File: src/asra_pkg.sv
// package: shared constants and types for the converter readout link
`default_nettype none
package asra_pkg;
  localparam int RESULT_BITS = 32;
  localparam int BYTE_BITS = 8;
  localparam int BYTES_PER_RESULT = 4;
  localparam int CLK_MHZ = 250;
  localparam int SCLK_MAX_KHZ = 2000;
  // half period of the serial clock, rounded up so the rate stays at or below the limit
  localparam int SCLK_HALF_CYC = (CLK_MHZ * 1000 + 2 * SCLK_MAX_KHZ - 1) / (2 * SCLK_MAX_KHZ);
  localparam int NOTCH_50_HZ = 50;
  localparam int NOTCH_60_HZ = 60;
  localparam int NOTCH_55_HZ = 55;
  localparam int CONV_CYC_DEFAULT = 20000;
  localparam int FIFO_DEPTH = 16;
  localparam int EXT_EDGES_DEFAULT = 64;
  localparam logic [31:0] RESULT_RST = 32'h0000_0000;
  typedef enum logic [1:0] {
    ASRA_NOTCH_60,
    ASRA_NOTCH_50,
    ASRA_NOTCH_55,
    ASRA_NOTCH_EXT
  } asra_notch_e;
endpackage : asra_pkg
`default_nettype wire

File: src/asra_link_if.sv
// interface: three-wire serial link between converter and host
`default_nettype none
interface asra_link_if;
  logic cs_n;
  logic sclk;
  logic sdo;
  logic sdo_oe_n;
  modport dev (input cs_n, input sclk, output sdo, output sdo_oe_n);
  modport host (output cs_n, output sclk, input sdo, input sdo_oe_n);
endinterface : asra_link_if
`default_nettype wire

File: src/asra_fifo.sv
// module: small synchronous fifo with valid/ready on both sides
`default_nettype none
module asra_fifo #(
  parameter int WIDTH = 32,
  parameter int DEPTH = 16
) (
  // clock and reset
  input wire logic clock,
  input wire logic rst_n,
  // fill side
  input wire logic in_valid,
  output logic in_ready,
  input wire logic [WIDTH-1:0] in_data,
  // drain side
  output logic out_valid,
  input wire logic out_ready,
  output logic [WIDTH-1:0] out_data
);
  localparam int AW = $clog2(DEPTH);
  logic [WIDTH-1:0] mem_r [DEPTH];
  logic [AW-1:0] wp_r, wp_nxt, rp_r, rp_nxt;
  logic [AW:0] cnt_r, cnt_nxt;
  logic push, pop;

  assign in_ready = (cnt_r != (AW+1)'(DEPTH));
  assign out_valid = (cnt_r != '0);
  assign out_data = mem_r[rp_r];
  assign push = in_valid && in_ready;
  assign pop = out_valid && out_ready;

  always_comb begin
    wp_nxt = push ? wp_r + 1'b1 : wp_r;
    rp_nxt = pop ? rp_r + 1'b1 : rp_r;
    cnt_nxt = cnt_r;
    if (push && !pop) begin
      cnt_nxt = cnt_r + 1'b1;
    end else if (pop && !push) begin
      cnt_nxt = cnt_r - 1'b1;
    end
  end

  always_ff @(posedge clock or negedge rst_n) begin
    if (!rst_n) begin
      wp_r <= '0;
      rp_r <= '0;
      cnt_r <= '0;
    end else begin
      wp_r <= wp_nxt;
      rp_r <= rp_nxt;
      cnt_r <= cnt_nxt;
    end
  end

  // storage needs no reset; only counted words are ever read
  always_ff @(posedge clock) begin
    if (push) begin
      mem_r[wp_r] <= in_data;
    end
  end
endmodule : asra_fifo
`default_nettype wire

File: src/asra_host.sv
// module: host end, mode-0 serial master, result fifo and running averager
`default_nettype none
module asra_host
  import asra_pkg::*;
#(
  parameter int HALF_CYC = SCLK_HALF_CYC,
  parameter int DEPTH = FIFO_DEPTH
) (
  // clock and reset
  input wire logic clock,
  input wire logic rst_n,
  // link
  asra_link_if.host link,
  // control
  input wire logic start,
  input wire logic avg_en,
  output logic busy,
  // result stream
  output logic res_valid,
  input wire logic res_ready,
  output logic [RESULT_BITS-1:0] res_data
);
  // Functional notes
  // - pin high gives 50Hz, low 60Hz
  // - dual variant: pin low gives 55Hz
  // - toggling notch pin becomes conversion clock
  // - output mean of previous and current sample
  // - select device before any transfer
  // - data high while converting; wait for low
  // - four bytes carry the 32-bit result
  // - deselect tri-states output, starts conversion
  // - clock idles low, sample first edge
  // - serial clock at most 2MHz
  typedef enum logic [2:0] {ASRH_IDLE, ASRH_WAIT, ASRH_HIGH, ASRH_LOW, ASRH_PUSH} asrh_st_e;
  // frame sequencer
  asrh_st_e st_r, st_nxt;
  logic cs_n_r, cs_n_nxt;
  logic [5:0] bit_r, bit_nxt;
  logic [RESULT_BITS-1:0] sh_r, sh_nxt;
  // serial clock timing
  logic sclk_r, sclk_nxt;
  logic [15:0] div_r, div_nxt;
  logic half_end, settle_end;
  // averager
  logic [RESULT_BITS-1:0] prev_r, prev_nxt, word;
  logic have_prev_r, have_prev_nxt;
  logic push, f_ready, take_word, eoc_seen;
  logic [RESULT_BITS:0] sum;

  // last system cycle of a serial clock half period
  function automatic logic half_over(input logic [15:0] cnt);
    return cnt == 16'(HALF_CYC - 1);
  endfunction : half_over

  // msb goes first, so the last index closes the frame
  function automatic logic last_bit(input logic [5:0] idx);
    return idx == 6'(BYTES_PER_RESULT * BYTE_BITS - 1);
  endfunction : last_bit

  // a released line never counts as end of conversion
  assign eoc_seen = !link.sdo_oe_n && !link.sdo;
  // 33-bit sum so two large results cannot wrap
  assign sum = {1'b0, prev_r} + {1'b0, sh_r};

  // serial clock timing: counts while waiting or shifting
  always_comb begin
    div_nxt = div_r;
    sclk_nxt = sclk_r;
    half_end = half_over(div_r);
    settle_end = (div_r >= 16'(HALF_CYC));
    unique case (st_r)
      ASRH_IDLE: begin
        div_nxt = '0;
      end
      ASRH_WAIT: begin
        div_nxt = (settle_end && eoc_seen) ? '0 : div_r + 16'd1;
      end
      ASRH_LOW: begin
        div_nxt = half_end ? '0 : div_r + 16'd1;
        if (half_end) begin
          sclk_nxt = 1'b1;
        end
      end
      ASRH_HIGH: begin
        div_nxt = half_end ? '0 : div_r + 16'd1;
        if (half_end) begin
          sclk_nxt = 1'b0;
        end
      end
      ASRH_PUSH: begin
        div_nxt = '0;
      end
      default: begin
        div_nxt = '0;
        sclk_nxt = 1'b0;
      end
    endcase
  end

  always_ff @(posedge clock or negedge rst_n) begin
    if (!rst_n) begin
      sclk_r <= 1'b0;
      div_r <= '0;
    end else begin
      sclk_r <= sclk_nxt;
      div_r <= div_nxt;
    end
  end

  always_comb begin
    st_nxt = st_r;
    cs_n_nxt = cs_n_r;
    bit_nxt = bit_r;
    sh_nxt = sh_r;
    unique case (st_r)
      ASRH_IDLE: begin
        if (start) begin
          cs_n_nxt = 1'b0;
          st_nxt = ASRH_WAIT;
        end
      end
      ASRH_WAIT: begin
        // allow one half period for the output to settle after select
        if (settle_end && eoc_seen) begin
          st_nxt = ASRH_LOW;
          bit_nxt = '0;
        end
      end
      ASRH_LOW: begin
        if (half_end) begin
          sh_nxt = {sh_r[RESULT_BITS-2:0], link.sdo};
          st_nxt = ASRH_HIGH;
        end
      end
      ASRH_HIGH: begin
        if (half_end) begin
          bit_nxt = bit_r + 6'd1;
          st_nxt = last_bit(bit_r) ? ASRH_PUSH : ASRH_LOW;
        end
      end
      ASRH_PUSH: begin
        cs_n_nxt = 1'b1;
        // back-pressure: stay here until the fifo takes the word, unless the word only primes the averager
        if (take_word) begin
          st_nxt = ASRH_IDLE;
        end
      end
      default: begin
        st_nxt = ASRH_IDLE;
        cs_n_nxt = 1'b1;
      end
    endcase
  end

  always_ff @(posedge clock or negedge rst_n) begin
    if (!rst_n) begin
      st_r <= ASRH_IDLE;
      cs_n_r <= 1'b1;
      bit_r <= '0;
      sh_r <= RESULT_RST;
    end else begin
      st_r <= st_nxt;
      cs_n_r <= cs_n_nxt;
      bit_r <= bit_nxt;
      sh_r <= sh_nxt;
    end
  end

  // averager: history and the word handed to the fifo
  always_comb begin
    prev_nxt = prev_r;
    have_prev_nxt = have_prev_r;
    word = avg_en ? sum[RESULT_BITS:1] : sh_r;
    take_word = f_ready || (avg_en && !have_prev_r);
    push = 1'b0;
    if (st_r == ASRH_PUSH && take_word) begin
      // the first averaged result only primes the history
      push = !avg_en || have_prev_r;
      prev_nxt = sh_r;
      have_prev_nxt = 1'b1;
    end
    if (!avg_en) begin
      have_prev_nxt = 1'b0;
    end
  end

  always_ff @(posedge clock or negedge rst_n) begin
    if (!rst_n) begin
      prev_r <= RESULT_RST;
      have_prev_r <= 1'b0;
    end else begin
      prev_r <= prev_nxt;
      have_prev_r <= have_prev_nxt;
    end
  end

  asra_fifo #(.WIDTH(RESULT_BITS), .DEPTH(DEPTH)) u_fifo (
    .clock(clock),
    .rst_n(rst_n),
    .in_valid(push),
    .in_ready(f_ready),
    .in_data(word),
    .out_valid(res_valid),
    .out_ready(res_ready),
    .out_data(res_data)
  );

  assign link.cs_n = cs_n_r;
  assign link.sclk = sclk_r;
  assign busy = (st_r != ASRH_IDLE);
endmodule : asra_host
`default_nettype wire

File: src/flat_wrapper.sv
// flat-port wrapper written by rule: the top's interface ports become plain ports
module asra_host_flat import asra_pkg::*;
#(
  parameter int HALF_CYC = SCLK_HALF_CYC,
  parameter int DEPTH = FIFO_DEPTH
)
  (clock, rst_n, start, avg_en, busy, res_valid, res_ready, res_data, link_cs_n, link_sclk, link_sdo, link_sdo_oe_n);
  asra_link_if link_i ();
  input wire logic clock;
  input wire logic rst_n;
  input wire logic start;
  input wire logic avg_en;
  output logic busy;
  output logic res_valid;
  input wire logic res_ready;
  output logic [RESULT_BITS-1:0] res_data;
  output wire logic [$bits(link_i.cs_n)-1:0] link_cs_n;
  output wire logic [$bits(link_i.sclk)-1:0] link_sclk;
  input wire logic [$bits(link_i.sdo)-1:0] link_sdo;
  input wire logic [$bits(link_i.sdo_oe_n)-1:0] link_sdo_oe_n;
  assign link_cs_n = link_i.cs_n;
  assign link_sclk = link_i.sclk;
  assign link_i.sdo = link_sdo;
  assign link_i.sdo_oe_n = link_sdo_oe_n;
  asra_host #(.HALF_CYC(HALF_CYC), .DEPTH(DEPTH)) u_core (.clock(clock), .rst_n(rst_n), .link(link_i), .start(start), .avg_en(avg_en), .busy(busy), .res_valid(res_valid), .res_ready(res_ready), .res_data(res_data));
endmodule
File: config.mk
export PLATFORM = sky130hd
export DESIGN_NAME = asra_host_flat
export DESIGN_NICKNAME = d
export VERILOG_FILES = /design/src/asra_pkg.sv /design/src/asra_link_if.sv /design/src/asra_fifo.sv /design/src/asra_host.sv /design/src/flat_wrapper.sv
export SDC_FILE = /design/constraint.sdc
export NUM_CORES = 1
export LEC_CHECK = 0
export BUFFER_PORTS_ARGS = -buffer_cell sky130_fd_sc_hd__buf_2
export CORE_MARGIN = 2
export CORE_UTILIZATION = 50
export CTS_CLUSTER_DIAMETER = 80
export DETAILED_ROUTE_END_ITERATION = 12
export GPL_TIMING_DRIVEN = 0
export PLACE_DENSITY = 0.76
export SYNTH_ARGS = -nofsm -noshare
export SYNTH_HDL_FRONTEND = slang
export SYNTH_SLANG_ARGS = --single-unit
File: constraint.sdc
create_clock -name clock -period 6.4 [get_ports clock]
set_input_delay 0.64 -clock clock [delete_from_list [all_inputs] [get_ports clock]]
set_output_delay 0.64 -clock clock [all_outputs]
set_load 0.05 [all_outputs]
==> results.txt <==
* Root buffer cell: sky130_fd_sc_hd__clkbuf_16
- Global routing used between 20% and 30% of the available tracks.
- CTS built an H-tree with a depth of 2.
- The clock reaches the later pin of the worst-skew pair after 0.63 ns.
- Buffers inserted to repair hold after CTS numbered 1.
* Cell-internal power: 6090 uW
- Ant. Diodes: 0
* Clock tree skew after final layout: ~0.019 ns
- Max-cap violations in this run came to 0.
- At the end of the flow the core is filled with cells to around 57%.
* Net total in the final layout: between 1500 and 2000
* Fin crit period: around 4.2 ns
- Slew margin rel.: between 6 and 7%
- Count of warnings emitted by yosys: 0
- Setup repair after global routing left no endpoint under its margin.
- TritonCTS built the clock tree.
- Leading register cell type out of synthesis: sky130_fd_sc_hd__edfxtp_1
* Placement row count: 83
* DPL Wire Length: 36800 um
- Final Non-Filler Cells: about 2300
- For the pin with the worst max-slew slack, the measured transition is ~1.4 ns.
- Combinational logic is responsible for 0.4% of the overall power.
- The die covers ~54000 um2.
- Register share of total power: a little under three fifths
- Including well taps, the total number of placed cells is 2147.
- Antenna violations before repair: 1
* Most Used Layer, Global Route: met2
- In this run the most critical hold path is launched from link_sdo.
- Summed negative setup slack over all endpoints: 0 ns
- Standby leakage power: approximately 0.009 uW
- The first TritonRoute pass finished after 5 iterations.
- Remaining global-route overflow: 0
- When the netlist entered floorplanning its net count stood at about 1500.
- Wire length per cell: between 20 and 30 um
- Global routing met1 resource utilization: 29.0%
* Post-detailed-routing wire length: around 57000 um
- The worst-case IR drop observed on VDD is roughly 0.21 mV.
* Post-synthesis async set-or-reset flop share: 17.0%
- Antenna Nets Post-Route: 0
- Data on the critical path is required at its endpoint by 5.76 ns.
- Width of the die: 232 um
- Number of slew-limit violations in the final report: 0
* Vert. Die Dim: ~230 um
* Power density normalized to cell area: about 260 nW/um2
* Number of vias per cell: between 6 and 7
* FF+latch count, synth: between 600 and 700
- Clock power share: between 40% and 50%
* Vias in the first global route: between 10000 and 15000
- Critical path start-end classification: reg2out
* Launching instance or port of the critical path: u_core.u_fifo.rp_r[1]
* Critical path startpoint category: flop
* Min-delay worst type: in2reg
- Final number of hold-violating endpoints: 0
* Largest fanout of any net on the critical path: 10
* Remaining design rule violation count: 0
- The cell area that synthesis handed to floorplanning was about 26000 um2.
- The number of setup buffers added after CTS is 0.
- Leading cell types by total area after synthesis: sky130_fd_sc_hd__edfxtp_1, sky130_fd_sc_hd__mux4_2, sky130_fd_sc_hd__dfrtp_1
* Initial standard-cell utilization of the core: about half
- The core region is ~51000 um2.
- Global routing consumed, on the met3 layer, under 10% of the routing resources.
- After the first detailed-routing iteration, the DRC count stood at ~1500.
* Endpoint class of the critical path: primary output
* Post-place instance area: around 28000 um2
- Post-route standard cell area excluding fillers: roughly 30000 um2
- In this run the critical register-to-register path is launched from u_core.sh_r[0].
- Number of failing setup endpoints in the final timing report: 0
- Final worst-path cycle share: around two thirds
* Fmax: roughly 0.24 GHz
* Average instance area after synthesis: ~19 um2
* GP Congestion: ~0.9
- Instance count of the mapped netlist: roughly 1400
- Met2 demand-to-capacity share in global routing: ~37%
- Fraction of the yosys area taken by sequential cells: between 60 and 70%
- Clock tree synthesis inserted a total of between 50 and 60 buffers.
- CTS saw 617 sinks.
- 43 I/O pins were placed.
- Number of buffers added on ports: 41
- The run finished with clean final reports.
- Top cell types by occurrence after synthesis: sky130_fd_sc_hd__edfxtp_1, sky130_fd_sc_hd__mux4_2, sky130_fd_sc_hd__dfrtp_1
- Pin count of the biggest net entering global routing: between 70 and 80
- Across all layers, the routed design uses approximately 14000 vias.
* Number of enable flip-flop cells after synthesis: about 510
- Layout cells sized above 1: about 28%
- Net switching power: roughly 1500 uW
- Synthesis instantiated 73 different standard cells from the library.
- The area growth from synthesis to layout is 13.2%.
* Switching power share of the total: 20.0%
* Deepest clock path buffer count: 3
* Proportion of netlist area held by the largest area contributor: between 50% and 60%
* Largest area contributor in the synthesized netlist: sky130_fd_sc_hd__edfxtp_1
* Number of filler instances in the final layout: around 3700
- Yosys instantiated no cell more often than sky130_fd_sc_hd__edfxtp_1.
- Clock-pin slew was measured on the worst setup and hold paths at around 0.07 ns.
- Summing internal, switching and leakage power gives 7610 uW.
* Cells resized by post-CTS repair: 0
- At the worst endpoint, the arrival time is between 3 and 4 ns.
- First-pass GRT wire length: between 80000 and 90000 um
[cell type report]
type                       count  area [um2]  share of cell area, %
sequential                   617       18000                   61.0
timing repair buffer          70         673                   2.28
clock inverter                32         290                  0.984
clock buffer                  72        1530                   5.17
multi-input combinational    696        7800                   26.4
buffer                        63         280                  0.950
tap                          680         851                   2.88
inverter                      22        82.6                  0.280
[routing by layer]
| layer | part of all wire (%) | wire length [um] |
|---|---|---|
| met5 | 0.023 | 13 |
| met4 | 2.2 | 1280 |
| met3 | 6.9 | 3940 |
| met2 | 51 | 29200 |
| met1 | 40 | 23000 |
[logic make-up after synthesis]
logic type	share of synthesized area (%)
compound gates	4.53
xor+xnor	1.48
fa+ha+maj	2.22
buf+inv	1.39
flops	69.1
mux	17.5
simple gates	3.87
[flip-flops by register name (all words and copies together) (netlist names)]
| signal | count |
|---|---|
| u_core.u_fifo.rp_r | 4 |
| u_core.u_fifo.wp_r | 4 |
| u_core.have_prev_r | 1 |
| u_core.link.cs_n | 1 |
| u_core.u_fifo.cnt_r | 5 |
| u_core.sh_r | 32 |
| u_core.u_fifo.mem_r | 512 |
| u_core.st_r | 3 |
| u_core.bit_r | 6 |
| u_core.div_r | 16 |
| u_core.link.sclk | 1 |
| u_core.prev_r | 32 |
[power groups by stage]
stage / clock network (uW) / logic, uW / registers, uW
3_3_place_gp: 0 / 28.4 / 4380
6_report: 3280 / 31.5 / 4300
3_5_place_dp: 0 / 31.8 / 4380
2_1_floorplan: 0 / 8.61 / 4380
5_1_grt: 3470 / 35.3 / 4290
4_1_cts: 3330 / 32.3 / 4300
[metrics by stage]
stage	setup slack [ns]	hold slack [ns]
5_1_grt	2.08	0.300
3_5_place_dp	2.87	0.479
2_1_floorplan	2.30	0.344
6_report	2.22	0.324
4_1_cts	2.14	0.287
3_3_place_gp	-0.428	0.461
[worst max-delay path: stages (launching register included)]
cell and delay [ns]:
sky130_fd_sc_hd__dfrtp_1 0.44, sky130_fd_sc_hd__clkbuf_1 0.49, sky130_fd_sc_hd__clkbuf_1 0.74, sky130_fd_sc_hd__mux4_2 0.45, sky130_fd_sc_hd__mux4_2 0.55, sky130_fd_sc_hd__buf_2 0.25
[cell usage in the layout, fill, tap and decap left out, types with 7 or more instances in the layout]
cell type	n
sky130_fd_sc_hd__nor2b_1	8
sky130_fd_sc_hd__xnor2_1	28
sky130_fd_sc_hd__mux2_1	25
sky130_fd_sc_hd__a21o_1	14
sky130_fd_sc_hd__o21ai_1	8
sky130_fd_sc_hd__buf_12	8
sky130_fd_sc_hd__ha_1	43
sky130_fd_sc_hd__and2_1	9
sky130_fd_sc_hd__dfrtp_1	104
sky130_fd_sc_hd__o21ai_0	23
sky130_fd_sc_hd__nand4_1	10
sky130_fd_sc_hd__buf_4	8
sky130_fd_sc_hd__edfxtp_1	512
sky130_fd_sc_hd__inv_1	21
sky130_fd_sc_hd__nor2_1	45
sky130_fd_sc_hd__buf_6	12
sky130_fd_sc_hd__xor2_1	16
sky130_fd_sc_hd__nand2b_1	7
sky130_fd_sc_hd__nand3_1	11
sky130_fd_sc_hd__nand2_1	59
sky130_fd_sc_hd__and2_2	8
sky130_fd_sc_hd__a21oi_1	41
sky130_fd_sc_hd__clkbuf_1	47
sky130_fd_sc_hd__mux2_2	59
sky130_fd_sc_hd__buf_2	63
sky130_fd_sc_hd__clkinv_1	14
sky130_fd_sc_hd__clkbuf_16	59
sky130_fd_sc_hd__mux4_2	160
sky130_fd_sc_hd__o21a_1	9
[final timing paths]
| kind | end | slack (ns) | cells past startpoint |
|---|---|---|---|
| hold reg to reg | u_core.bit_r[5] | 0.49 | 1 |
| hold / removal | u_core.sh_r[0] | 0.32 | 2 |
| setup / recovery | res_data[28] | 2.22 | 5 |
| max in group asynchronous | u_core.link.cs_n | 5.13 | 3 |
| min in group asynchronous | u_core.sh_r[18] | 0.52 | 2 |
| setup reg to reg | u_core.u_fifo.mem_r[1][29] | 2.83 | 9 |
(Power assumes the default switching activity.)
